$ cat config.mk
export PLATFORM = sky130hd
export DESIGN_NAME = pms_seq
export DESIGN_NICKNAME = d
export VERILOG_FILES = /design/src/design/pms_pkg.sv /design/src/design/pms_stab_if.sv /design/src/design/pms_seq.sv /design/src/design/pms_stab.sv /design/src/design/pms_wake.sv
export VERILOG_INCLUDE_DIRS = /design/src /design/src/design
export SDC_FILE = /design/constraint.sdc
export NUM_CORES = 1
export LEC_CHECK = 0
export BUFFER_PORTS_ARGS = -buffer_cell sky130_fd_sc_hd__buf_2
export CAP_MARGIN = 40
export CORE_MARGIN = 2
export CORE_UTILIZATION = 55
export CTS_BUF_LIST = sky130_fd_sc_hd__clkbuf_8
export DETAILED_ROUTE_END_ITERATION = 16
export GPL_ROUTABILITY_DRIVEN = 0
export PLACE_DENSITY = 0.88
export SLEW_MARGIN = 10
export SYNTH_ARGS = -nofsm -noshare
export SYNTH_HDL_FRONTEND = slang
export SYNTH_SLANG_ARGS = --single-unit
$ cat constraint.sdc
create_clock -name pclk -period 3.25 [get_ports pclk]
set_input_delay 0.65 -clock pclk [delete_from_list [all_inputs] [get_ports pclk]]
set_output_delay 0.65 -clock pclk [all_outputs]
set_load 0.02 [all_outputs]
$ cat src/design/pms_defines.svh
// register map, field positions, reset values and timing counts
`ifndef PMS_DEFINES_SVH
`define PMS_DEFINES_SVH

`define PMS_ADDR_W 16
// register indices; byte address is four times the index
`define PMS_CTRL_IDX 16'h0c60
`define PMS_STAT_IDX 16'h0c62
`define PMS_CTRL_ADDR (`PMS_CTRL_IDX * 4)
`define PMS_STAT_ADDR (`PMS_STAT_IDX * 4)

// control register fields
`define PMS_B_PSM 0
`define PMS_B_IDLE 1
`define PMS_B_HALT 2
`define PMS_B_WBPS 3
`define PMS_B_DMC 4
`define PMS_B_DHC 5
`define PMS_B_OSC_HW_CONTROL 6
`define PMS_B_PLL_HW_CONTROL 7
`define PMS_CTRL_RST 8'h00

// status register fields
`define PMS_B_SLOW 0
`define PMS_B_MAIN 1
`define PMS_B_PLL 2

// settle times and the clock period
`define PMS_CLK_NS 20
`define PMS_MAIN_SETTLE_NS 2000
`define PMS_PLL_SETTLE_NS 1000
`define PMS_MAIN_CYC ((`PMS_MAIN_SETTLE_NS + `PMS_CLK_NS - 1) / `PMS_CLK_NS)
`define PMS_PLL_CYC ((`PMS_PLL_SETTLE_NS + `PMS_CLK_NS - 1) / `PMS_CLK_NS)

`endif

$ cat src/design/pms_pkg.sv
// types of the power mode sequencer
package pms_pkg;

  // gray coded along active -> save -> idle -> halt -> wake path
  typedef enum logic [2:0] {
    PMS_ACTIVE = 3'h0,
    PMS_PS_GO = 3'h1,
    PMS_PSAVE = 3'h3,
    PMS_IDLE = 3'h2,
    PMS_HALT = 3'h6,
    PMS_WK_MAIN = 3'h7,
    PMS_WK_PLL = 3'h5,
    PMS_PS_EXIT = 3'h4
  } pms_state_t;

  typedef enum logic [1:0] {
    PMS_M_ACTIVE = 2'h0,
    PMS_M_PSAVE = 2'h1,
    PMS_M_IDLE = 2'h2,
    PMS_M_HALT = 2'h3
  } pms_mode_t;

endpackage

$ cat src/design/pms_stab_if.sv
// carrier between the sequencer and a clock stability monitor
`timescale 1ns/1ps
interface pms_stab_if;
  logic run;
  logic stable;
  modport ctl (output run, input stable);
  modport mon (input run, output stable);
endinterface

$ cat src/design/pms_seq.sv
// power mode sequencer with apb registers
//
// Operation
// - slow stable bit; while clear no entry to save, idle or halt
// - main oscillator stable bit; while clear no entry to active
// - pll bit set when stable or disabled; clear blocks active
// - upper status bits clear at reset, low bits show clock state
// - immediate save entry; request bit reads set when complete
// - wait-gated save request sets bit at once; enters on wait
// - idle entered by idle bit plus wait, from active or save
// - halt entered by halt bit plus wait, from active or save
// - clock-disable takes effect only after low mode entered
// - main oscillator on in active, off in halt, always
// - clearing save request starts return; bit changes at active
// - wake: clear main disable, wait, clear pll disable, wait
// - nmi or wake event takes save, idle, halt to active
// - wake event latched until interrupt acknowledge or reset
// - wake restores clocks only; handler resumes execution
// - entry to a mode with a clear status bit is held off
// - without slow crystal, slow clock from main; stop only in halt
// - without slow crystal, leaving halt or idle reaches active
// - control byte layout bit 7 down to 0, all clear at reset
// - halt bit cleared by hardware once oscillator is stable
//
// Chosen here: the APB slave port and the register addresses.
`timescale 1ns/1ps
`include "pms_defines.svh"
module pms_seq (
  input wire logic pclk,
  input wire logic presetn,
  input wire logic psel,
  input wire logic penable,
  input wire logic pwrite,
  input wire logic [`PMS_ADDR_W-1:0] paddr,
  input wire logic [31:0] pwdata,
  output logic [31:0] prdata,
  output logic pready,
  output logic pslverr,
  input wire logic slow_osc_ok,
  input wire logic main_osc_ok,
  input wire logic pll_lock,
  input wire logic pll_pwr_down,
  input wire logic slow_crystal_in,
  input wire logic wait_exec,
  input wire logic nmi,
  input wire logic wake_req,
  input wire logic int_ack,
  output logic main_osc_en,
  output logic pll_en,
  output logic cpu_clk_en,
  output logic slow_from_main,
  output logic wake_pending,
  output pms_pkg::pms_mode_t mode
);
  pms_pkg::pms_state_t state_reg;
  pms_pkg::pms_state_t state_next;
  logic [7:0] ctrl_reg;
  logic [31:0] prdata_reg;
  logic xtal_reg;
  logic xtal_done_reg;
  logic wait_reg;
  logic [7:0] wd;
  logic wr_ctrl;
  logic mapped;
  logic slow_ok;
  logic main_ok;
  logic pll_ok;
  logic [7:0] stat;
  logic low_go;
  logic go_ps;
  logic ps_exit;

  pms_stab_if main_if ();
  pms_stab_if pll_if ();

  // ****************************************
  // clock monitors and wake latch
  // ****************************************
  pms_stab #(.CYC(`PMS_MAIN_CYC)) u_main (
    .pclk(pclk),
    .presetn(presetn),
    .stab(main_if.mon)
  );

  pms_stab #(.CYC(`PMS_PLL_CYC)) u_pll (
    .pclk(pclk),
    .presetn(presetn),
    .stab(pll_if.mon)
  );

  pms_wake u_wake (
    .pclk(pclk),
    .presetn(presetn),
    .nmi(nmi),
    .wake_req(wake_req),
    .int_ack(int_ack),
    .wake_pend(wake_pending)
  );

  assign main_if.run = main_osc_en && main_osc_ok;
  assign pll_if.run = pll_en && pll_lock;
  assign main_ok = main_if.stable;
  assign pll_ok = !pll_en || pll_if.stable;
  // prescaled slow clock is good whenever main clock is
  assign slow_ok = xtal_reg ? slow_osc_ok : main_ok;
  assign stat = {5'h00, pll_ok, main_ok, slow_ok};
  assign slow_from_main = !xtal_reg;

  // ****************************************
  // crystal detection
  // ****************************************
  // pin tied low means no crystal; caught once after reset release
  always_ff @(posedge pclk or negedge presetn) begin
    if (!presetn) begin
      xtal_reg <= 1'b0;
      xtal_done_reg <= 1'b0;
    end else if (!xtal_done_reg) begin
      xtal_reg <= slow_crystal_in;
      xtal_done_reg <= 1'b1;
    end
  end

  // ****************************************
  // apb slave
  // ****************************************
  assign mapped = (paddr == 16'(`PMS_CTRL_ADDR)) ||
                  (paddr == 16'(`PMS_STAT_ADDR));
  assign pready = 1'b1;
  assign pslverr = psel && penable && !mapped;
  assign prdata = prdata_reg;
  assign wd = pwdata[7:0];
  assign wr_ctrl = psel && penable && pwrite &&
                   (paddr == 16'(`PMS_CTRL_ADDR));

  // read data sampled in setup so it is steady in the access phase
  always_ff @(posedge pclk or negedge presetn) begin
    if (!presetn) begin
      prdata_reg <= 32'h0000_0000;
    end else if (psel && !penable && !pwrite) begin
      if (paddr == 16'(`PMS_CTRL_ADDR)) begin
        prdata_reg <= {24'h000000, ctrl_reg};
      end else if (paddr == 16'(`PMS_STAT_ADDR)) begin
        prdata_reg <= {24'h000000, stat};
      end else begin
        prdata_reg <= 32'h0000_0000;
      end
    end
  end

  // ****************************************
  // mode sequencing
  // ****************************************
  // immediate save entry and software exit, decoded from the write
  assign go_ps = wr_ctrl && wd[`PMS_B_PSM] && !wd[`PMS_B_WBPS] &&
                 state_reg == pms_pkg::PMS_ACTIVE;
  assign ps_exit = wr_ctrl && !wd[`PMS_B_PSM] &&
                   state_reg == pms_pkg::PMS_PSAVE;
  // wait entry needs wait-gated bit and a stable slow clock
  assign low_go = wait_reg && ctrl_reg[`PMS_B_WBPS] && slow_ok;

  // wait kept pending only while a missing slow clock holds entry off;
  // a wait with the wait-gated bit clear must not fire a later request
  always_ff @(posedge pclk or negedge presetn) begin
    if (!presetn) begin
      wait_reg <= 1'b0;
    end else if (wait_exec) begin
      wait_reg <= 1'b1;
    end else if (state_next != state_reg || !ctrl_reg[`PMS_B_WBPS] ||
                 slow_ok) begin
      wait_reg <= 1'b0;
    end
  end

  always_comb begin
    state_next = state_reg;
    case (state_reg)
      pms_pkg::PMS_ACTIVE: begin
        if (go_ps) begin
          state_next = pms_pkg::PMS_PS_GO;
        end else if (low_go && ctrl_reg[`PMS_B_HALT]) begin
          state_next = pms_pkg::PMS_HALT;
        end else if (low_go && ctrl_reg[`PMS_B_IDLE]) begin
          state_next = pms_pkg::PMS_IDLE;
        end else if (low_go && ctrl_reg[`PMS_B_PSM]) begin
          state_next = pms_pkg::PMS_PSAVE;
        end
      end
      pms_pkg::PMS_PS_GO: begin
        if (slow_ok) begin
          state_next = pms_pkg::PMS_PSAVE;
        end
      end
      pms_pkg::PMS_PSAVE: begin
        if (wake_pending) begin
          state_next = pms_pkg::PMS_WK_MAIN;
        end else if (ps_exit) begin
          state_next = pms_pkg::PMS_PS_EXIT;
        end else if (low_go && ctrl_reg[`PMS_B_HALT]) begin
          state_next = pms_pkg::PMS_HALT;
        end else if (low_go && ctrl_reg[`PMS_B_IDLE]) begin
          state_next = pms_pkg::PMS_IDLE;
        end
      end
      pms_pkg::PMS_IDLE, pms_pkg::PMS_HALT: begin
        if (wake_pending) begin
          state_next = pms_pkg::PMS_WK_MAIN;
        end
      end
      pms_pkg::PMS_WK_MAIN: begin
        if (main_ok) begin
          state_next = pms_pkg::PMS_WK_PLL;
        end
      end
      pms_pkg::PMS_WK_PLL, pms_pkg::PMS_PS_EXIT: begin
        if (main_ok && pll_ok) begin
          state_next = pms_pkg::PMS_ACTIVE;
        end
      end
      default: begin
        state_next = pms_pkg::PMS_ACTIVE;
      end
    endcase
  end

  always_ff @(posedge pclk or negedge presetn) begin
    if (!presetn) begin
      state_reg <= pms_pkg::PMS_ACTIVE;
    end else begin
      state_reg <= state_next;
    end
  end

  // ****************************************
  // control register
  // ****************************************
  // hardware updates come last so they win over a colliding write
  always_ff @(posedge pclk or negedge presetn) begin
    if (!presetn) begin
      ctrl_reg <= `PMS_CTRL_RST;
    end else begin
      if (wr_ctrl) begin
        ctrl_reg[7:1] <= wd[7:1];
        // psm takes a wait-gated request at once; other changes read only once the switch is done
        if (state_reg == pms_pkg::PMS_ACTIVE) begin
          ctrl_reg[`PMS_B_PSM] <= wd[`PMS_B_PSM] &&
                                  wd[`PMS_B_WBPS];
        end
      end
      if (state_reg == pms_pkg::PMS_PS_GO &&
          state_next == pms_pkg::PMS_PSAVE) begin
        ctrl_reg[`PMS_B_PSM] <= 1'b1;
      end
      if (state_reg == pms_pkg::PMS_WK_MAIN) begin
        ctrl_reg[`PMS_B_DMC] <= 1'b0;
      end
      if (state_reg == pms_pkg::PMS_WK_MAIN && main_ok) begin
        ctrl_reg[`PMS_B_DHC] <= 1'b0;
        ctrl_reg[`PMS_B_HALT] <= 1'b0;
      end
      if (state_reg != pms_pkg::PMS_ACTIVE &&
          state_next == pms_pkg::PMS_ACTIVE) begin
        ctrl_reg[`PMS_B_PSM] <= 1'b0;
        ctrl_reg[`PMS_B_IDLE] <= 1'b0;
        ctrl_reg[`PMS_B_HALT] <= 1'b0;
        ctrl_reg[`PMS_B_OSC_HW_CONTROL] <= 1'b0;
        ctrl_reg[`PMS_B_PLL_HW_CONTROL] <= 1'b0;
      end
    end
  end

  // ****************************************
  // clock enables and mode
  // ****************************************
  // disables act in save and idle, the pll one also while main wakes; never before entry
  always_comb begin
    main_osc_en = 1'b1;
    pll_en = !pll_pwr_down;
    cpu_clk_en = 1'b1;
    mode = pms_pkg::PMS_M_ACTIVE;
    case (state_reg)
      pms_pkg::PMS_PSAVE, pms_pkg::PMS_IDLE: begin
        // without crystal the slow clock depends on the main clock
        main_osc_en = !(ctrl_reg[`PMS_B_DMC] && xtal_reg);
        pll_en = !pll_pwr_down && !ctrl_reg[`PMS_B_DHC];
        cpu_clk_en = state_reg == pms_pkg::PMS_PSAVE;
        mode = state_reg == pms_pkg::PMS_PSAVE ? pms_pkg::PMS_M_PSAVE :
               pms_pkg::PMS_M_IDLE;
      end
      pms_pkg::PMS_HALT: begin
        main_osc_en = 1'b0;
        pll_en = 1'b0;
        cpu_clk_en = 1'b0;
        mode = pms_pkg::PMS_M_HALT;
      end
      pms_pkg::PMS_WK_MAIN: begin
        pll_en = !pll_pwr_down && !ctrl_reg[`PMS_B_DHC];
        cpu_clk_en = 1'b0;
        mode = pms_pkg::PMS_M_HALT;
      end
      pms_pkg::PMS_WK_PLL: begin
        cpu_clk_en = 1'b0;
        mode = pms_pkg::PMS_M_HALT;
      end
      pms_pkg::PMS_PS_EXIT: begin
        mode = pms_pkg::PMS_M_PSAVE;
      end
      default: begin
        mode = pms_pkg::PMS_M_ACTIVE;
      end
    endcase
  end
endmodule

$ cat src/design/pms_stab.sv
// stability monitor: stable after CYC cycles of uninterrupted run
`timescale 1ns/1ps
module pms_stab #(
  parameter int CYC = 50
) (
  input wire logic pclk,
  input wire logic presetn,
  pms_stab_if.mon stab
);
  logic [11:0] cnt_reg;

  // any drop of enable or oscillator restarts the settle time
  always_ff @(posedge pclk or negedge presetn) begin
    if (!presetn) begin
      cnt_reg <= 12'h000;
    end else if (!stab.run) begin
      cnt_reg <= 12'h000;
    end else if (cnt_reg != 12'(CYC)) begin
      cnt_reg <= cnt_reg + 12'h001;
    end
  end

  assign stab.stable = stab.run && (cnt_reg == 12'(CYC));
endmodule

$ cat src/design/pms_wake.sv
// wake event latch: held until interrupt acknowledge or reset
`timescale 1ns/1ps
module pms_wake (
  input wire logic pclk,
  input wire logic presetn,
  input wire logic nmi,
  input wire logic wake_req,
  input wire logic int_ack,
  output logic wake_pend
);
  // a new event in the acknowledge cycle is kept
  always_ff @(posedge pclk or negedge presetn) begin
    if (!presetn) begin
      wake_pend <= 1'b0;
    end else if (nmi || wake_req) begin
      wake_pend <= 1'b1;
    end else if (int_ack) begin
      wake_pend <= 1'b0;
    end
  end
endmodule

==> impl_metrics.env, run 1 <==
export IMPL_status="finished, final reports clean"
export IMPL_portBuffers=53
export IMPL_area_delta_synth_final_pct=12.5
export IMPL_r2r_start="u_pll.cnt_reg[0]"
export IMPL_grt_start_max_net_pins=34
export IMPL_setup_worst_path_end="pslverr"
export IMPL_clk_pin_slew_worst_paths_ns=0.09
export IMPL_ys_warn_count=0
export IMPL_dieHeight_um=75.5
export IMPL_netlist_area_um2=2810
export IMPL_hold_viol=0
export IMPL_synth_compound_gate_area_share=0.135
export IMPL_die_x_um=75.5
export IMPL_wirelength_um=5780
export IMPL_grt_pass1_vias=2048
export IMPL_ff_latch_area_um2=1180
export IMPL_fin_crit_sh=0.748
export IMPL_synth_main_ff_cell="dfrtp_1"
export IMPL_r2r_cells=8
export IMPL_cellPowerDensity_nw_per_um2=475
export IMPL_fill_cells=410
export IMPL_root_buffer="clkbuf_8"
export IMPL_yosysMostFrequentCell="dfrtp_1"
export IMPL_skew_ns=0.00918
export IMPL_cts_tree="yes"
export IMPL_timing_setup_tns_ns=0
export IMPL_track_usage=0.209
export IMPL_start_util=0.561
export IMPL_yosys_area_top_type="dfrtp_1"
export IMPL_arrival_ns=1.78
export IMPL_clockBufferDepth=2
export IMPL_fp_coreArea_um2=5010
export IMPL_required_ns=2.60
export IMPL_hpwlAfterDp_um=4330
export IMPL_synth_top_family_by_area="simple AND/OR/NAND/NOR gates"
export IMPL_htree_num_levels=2
export IMPL_synthSimpleGateAreaFrac=0.238
export IMPL_drt_initial_drc_count=168
export IMPL_crit_path_start_kind="primary input"
export IMPL_cts_sinks=47
export IMPL_r2r_end="wait_reg"
export IMPL_vias=2282
export IMPL_drc=0
export IMPL_cts_hold_buf=0
export IMPL_maxCapViolations=0
export IMPL_wl_met1_um=2520
export IMPL_setup_violations=0
export IMPL_die_area_um2=5700
export IMPL_r2r_slack_ns=0.84
export IMPL_post_cts_buffers=0
export IMPL_worstSetupStartpoint="paddr[5]"
export IMPL_antenna_found_initial=0
export IMPL_end_kind="output pin"
export IMPL_fin_crit_ns=2.43
export IMPL_wl_met2_um=2850
export IMPL_yosys_area_top_type_share=0.418
export IMPL_ios=103
export IMPL_worst_slew_pin_slew_ns=0.540
export IMPL_drtAntennaViolNets=0
export IMPL_grt_pass1_wl_um=9230
export IMPL_path_class="primary input to output pin"
export IMPL_synth_area_mux_share=0.0334
export IMPL_ys_types=58
export IMPL_slew_limit_headroom=0.640
export IMPL_wl_per_cell_um=13.7
export IMPL_via_per_inst=5.41
export IMPL_async_flop_share=1.00
export IMPL_max_freq_mhz=411
export IMPL_synthCells=298
export IMPL_top_layer="met4"
export IMPL_yosys_top_cells_area="dfrtp_1 (42%), buf_4 (6.7%), nor2_1 (5.3%), nand2_1 (3.1%), a21oi_1 (2.8%)"
export IMPL_clkLatencyLatePin_ns=0.31
export IMPL_row_count=26
export IMPL_ir_drop_mv=0.397
export IMPL_maxSlewViolCount=0
export IMPL_antennaDiodeCount=0
export IMPL_yosys_register_bits=47
export IMPL_cts_buffers=5
export IMPL_critPathMaxFanout=9
export IMPL_dr_pass1_iters=4
export IMPL_dr_wl_met3_um=345
export IMPL_p_leak_uw=0.00149
export IMPL_hp_class="primary input to async pin"
export IMPL_seq_area_frac_synth=0.418
export IMPL_ctsResizeCount=0
export IMPL_rsz0062_at_grt="false"
export IMPL_overflow=0
export IMPL_fin_util=0.632
export IMPL_synth_xor_area_share=0.0529
export IMPL_synth_edff_count=0
export IMPL_nets=417
export IMPL_yosys_top_cells_count="dfrtp_1 (47), nor2_1 (40), buf_4 (25)"
export IMPL_synth_fa_ha_area_frac=0.0178
export IMPL_syn_area_per_cell_um2=9.44
export IMPL_layout_drive_gt1_share=0.241
export IMPL_multi_input_area_um2=1440
[worst min path at each step]
stage                             to  slack [ns]  cells past startpoint
finish              u_pll.cnt_reg[2]        0.23                      1
global route               prdata[4]        0.24                      1
CTS                 u_pll.cnt_reg[6]        0.23                      1
detailed placement         prdata[0]        0.47                      2
global placement           prdata[2]        0.46                      2
floorplan                ctrl_reg[0]        0.35                      0
[cells by family after synthesis]
kind of cell / Yosys count
buffers and inverters: 47
DFF: 47
xor gates and xnor gates: 17
adders and majority gates: 4
muxes: 9
and+or+nand+nor: 119
AOI/OAI and AO/OA: 53
other: 2
[metrics by stage]
stage / cells / setup WS (ns) / hold slack (ns) / total power (uW) / cell area (um^2)
2_1_floorplan: 322 / 0.963 / 0.354 / 936 / 2900
3_3_place_gp: 413 / 0.747 / 0.460 / 1040 / 3030
3_5_place_dp: 414 / 0.717 / 0.472 / 1060 / 3050
4_1_cts: 422 / 0.806 / 0.234 / 1500 / 3160
5_1_grt: 422 / 0.699 / 0.237 / 1590 / 3160
6_report: 422 / 0.819 / 0.228 / 1500 / 3160
[final cells by class]
class / count / share of cell area
multi-input cells: 228 / 0.455
well taps: 70 / 0.0277
clock inverters: 3 / 0.0146
inverters: 14 / 0.0166
flip-flops and latches: 47 / 0.372
repair buffers: 55 / 0.0925
clock buffers: 5 / 0.0217
[cells in the final DEF, fill, tap and decap left out, types with 3 or more instances in the layout]
| master | n |
|---|---|
| dfrtp_1 | 47 |
| nor4b_2 | 3 |
| clkbuf_8 | 5 |
| nor3_1 | 7 |
| nor2_1 | 40 |
| xnor2_1 | 8 |
| xor2_1 | 9 |
| a211oi_1 | 3 |
| a21oi_1 | 16 |
| conb_1 | 26 |
| o21ai_0 | 12 |
| or3_1 | 3 |
| mux2_2 | 3 |
| nand2_1 | 23 |
| a22o_1 | 5 |
| inv_1 | 14 |
| mux2i_1 | 6 |
| and3_1 | 7 |
| nand3_1 | 12 |
| buf_2 | 53 |
| ha_1 | 4 |
[metal layers]
layer | vias up | global-route usage
met5 | - | 0
met4 | 0 | 0.0760
met3 | 8 | 0.0476
met2 | 74 | 0.324
met1 | 1100 | 0.289
li1 | 1100 | -
[power by group]
part | internal (uW) | switching (uW) | total, uW
combinational | 132 | 231 | 363
sequential | 618 | 75.9 | 694
clock | 232 | 213 | 445
[worst max-delay path, cell delays in order]
cell	delay, ns
buf_2	0.10
nor4_1	0.32
nand4_2	0.29
and3_1	0.27
buf_2	0.15
Note: power is estimated with default switching activity, not from simulation.
==> run 2, diff against run 1 <==
--- a/config.mk
+++ b/config.mk
@@ -6,14 +6,15 @@
 export SDC_FILE = /design/constraint.sdc
 export NUM_CORES = 1
 export LEC_CHECK = 0
+export ABC_AREA = 1
 export BUFFER_PORTS_ARGS = -buffer_cell sky130_fd_sc_hd__buf_2
 export CAP_MARGIN = 40
 export CORE_MARGIN = 2
-export CORE_UTILIZATION = 55
+export CORE_UTILIZATION = 47
 export CTS_BUF_LIST = sky130_fd_sc_hd__clkbuf_8
 export DETAILED_ROUTE_END_ITERATION = 16
 export GPL_ROUTABILITY_DRIVEN = 0
-export PLACE_DENSITY = 0.88
+export PLACE_DENSITY = 0.79
 export SLEW_MARGIN = 10
 export SYNTH_ARGS = -nofsm -noshare
 export SYNTH_HDL_FRONTEND = slang
==> constraint.sdc (replaced) <==
create_clock -name pclk -period 1.95 [get_ports pclk]
set_input_delay 0.39 -clock pclk [delete_from_list [all_inputs] [get_ports pclk]]
set_output_delay 0.39 -clock pclk [all_outputs]
set_load 0.02 [all_outputs]
==> impl_metrics.env, run 2 <==
export IMPL_seq_area_frac_synth=0.408
export IMPL_cp_slowest_stage_delay_ns=0.39
export IMPL_failed_checks="negative setup slack"
export IMPL_yosys_top_cells_area="dfrtp_1 (41%), nand2_1 (11%), inv_1 (8.5%), buf_4 (6.8%), nor2_1 (5.3%)"
export IMPL_worst_slack_ns=-0.186
export IMPL_yosys_top_cells_count="nand2_1 (81), inv_1 (65), dfrtp_1 (47)"
export IMPL_antennaDiodeCount=0
export IMPL_maxSlewViolCount=0
export IMPL_clockBufferDepth=2
export IMPL_crit_buf_inv=4
export IMPL_grt_pass1_vias=2702
export IMPL_p_leak_uw=0.00193
export IMPL_final_cell_mix="nand2_1 (72), inv_1 (64), buf_2 (53), dfrtp_1 (47), buf_4 (45)"
export IMPL_end_kind="register"
export IMPL_ys_warn_count=0
export IMPL_hp_class="primary input to async pin"
export IMPL_fin_crit_ns=2.14
export IMPL_vias=2804
export IMPL_yosysMostFrequentCell="nand2_1"
export IMPL_rsz0062_at_grt="true"
export IMPL_status="finished, violations left"
export IMPL_row_count=28
export IMPL_netlist_area_um2=2880
export IMPL_fin_util=0.620
export IMPL_cellPowerDensity_nw_per_um2=728
export IMPL_area_delta_synth_final_pct=27.2
export IMPL_drc=0
export IMPL_cts_sinks=47
export IMPL_fill_cells=508
export IMPL_clkLatencyLatePin_ns=0.29
export IMPL_stdcell_area_um2=3670
export IMPL_synth_edff_count=0
export IMPL_antenna_found_initial=0
export IMPL_nets=561
export IMPL_arrival_ns=2.32
export IMPL_setup_violations=7
export IMPL_cp_slowest_cell="dfrtp_1"
export IMPL_wirelength_um=6590
export IMPL_ir_drop_mv=0.763
export IMPL_yosys_area_top_type_share=0.408
export IMPL_grt_pass1_wl_um=11100
export IMPL_dieHeight_um=82.3
export IMPL_layout_drive_gt1_share=0.283
export IMPL_clk_pin_slew_worst_paths_ns=0.09
export IMPL_track_usage=0.210
export IMPL_die_x_um=82.3
export IMPL_synth_main_ff_cell="dfrtp_1"
export IMPL_dpl_cell_area_um2=3470
export IMPL_ios=103
export IMPL_cp_cell_sequence="inv_1, ha_2, nand2_2, nor2_4, nand2_2, nor2_4, nand3_2, nand2_4, buf_4, buf_4, nand3_1, o311a_1, nand2_2, nand3_1, nand2_1, inv_1, nand2_1, nand2_1"
export IMPL_syn_area_per_cell_um2=7.34
export IMPL_pre_cts_ws_ns=-0.184
export IMPL_required_ns=2.14
export IMPL_final_common_cell="nand2_1"
export IMPL_async_flop_share=1.00
export IMPL_start_util=0.487
export IMPL_critPathTopFamily="simple AND/OR/NAND/NOR gates"
export IMPL_power_total_uw=2670
export IMPL_timing_setup_tns_ns=-0.518
export IMPL_htree_num_levels=2
export IMPL_cts_tree="yes"
export IMPL_hold_viol=0
export IMPL_overflow=0
export IMPL_hpwlAfterDp_um=5160
export IMPL_cts_hold_buf=0
export IMPL_critPathMaxFanout=4
export IMPL_yosys_register_bits=47
export IMPL_fp_coreArea_um2=5920
export IMPL_via_per_inst=4.92
export IMPL_synthCells=393
export IMPL_drt_initial_drc_count=147
export IMPL_grt_start_max_net_pins=24
export IMPL_path_class="register to register"
export IMPL_dr_pass1_iters=5
export IMPL_ys_types=39
export IMPL_max_freq_mhz=468
export IMPL_skew_ns=0.00806
export IMPL_maxCapViolations=0
export IMPL_die_area_um2=6780
export IMPL_crit_path_start_kind="register"
export IMPL_yosys_area_top_type="dfrtp_1"
export IMPL_fin_crit_sh=1.10
export IMPL_portBuffers=53
export IMPL_drtAntennaViolNets=0
export IMPL_wl_per_cell_um=11.6
export IMPL_root_buffer="clkbuf_8"
export IMPL_cts_buffers=5
run 2: cell count changes in the layout (fill, tap and decap cells not counted), sizes merged, moves of 5 or more:
cell	previous run	this run
a21oi	16	25
a22o	5	0
and3	7	0
buf	55	101
inv	15	69
mux2i	6	0
nand2	23	81
nand3	13	20
nor4b	6	0
o211ai	0	5
o21ai	12	29
xnor2	8	0
xor2	9	0
run 2: final cells by class:
class / instances / area [um^2] / area share
inverters: 68 / 258 / 0.0702
clock inverters: 2 / 33.8 / 0.00921
multi-input cells: 272 / 1390 / 0.380
repair buffers: 101 / 646 / 0.176
clock buffers: 5 / 68.8 / 0.0188
flip-flops and latches: 47 / 1180 / 0.320
well taps: 75 / 93.8 / 0.0256
run 2: repair_timing:
| item | in CTS | in global routing |
|---|---|---|
| resized for setup | 5 | 19 |
| setup buffers | 0 | 2 |
| pin swaps | 3 | 11 |
| endpoints found under the setup margin | 8 | 9 |
| cloned | 0 | 0 |
run 2: report_power, final:
group	leakage (uW)	switching, uW	internal [uW]	total [uW]
clock	0.0000554	311	371	681
combinational	0.00124	557	381	939
sequential	0.000626	31.6	1020	1050
run 2: per-stage QoR:
step	cells	hold WS, ns
detailed placement	561	0.359
finish	570	0.0296
floorplan	417	0.0944
CTS	568	0.0312
global route	570	0.0481
global placement	561	0.352
run 2: cells by family (layout without fill, tap and decap cells):
logic type      after synthesis  after routing  share of synthesized area
buf+inv                      98            176                      0.165
other cells                   2             26                    0.00260
fa+ha+maj                     4              4                     0.0174
flops                        47             47                      0.408
compound gates               72             72                      0.146
simple gates                170            170                      0.261
run 2: worst paths after layout:
check,startpoint,endpoint,slack [ns],cells past startpoint
max,u_main.cnt_reg[1],wait_reg,-0.19,18
max in group asynchronous,presetn,prdata[0],1.43,2
min reg2reg,xtal_done_reg,xtal_reg,0.46,1
max reg2reg,u_main.cnt_reg[1],wait_reg,-0.19,18
min,presetn,u_pll.cnt_reg[10],0.03,1
min in group pclk,wait_exec,wait_reg,0.28,3
run 2: per-layer routing:
| metal | vias up | GRT usage | routed length [um] |
|---|---|---|---|
| met1 | 1302 | 0.239 | 2640 |
| met4 | 0 | 0.0583 | 59 |
| li1 | 1413 | - | - |
| met3 | 5 | 0.0326 | 302 |
| met5 | - | 0 | 0 |
| met2 | 84 | 0.402 | 3590 |
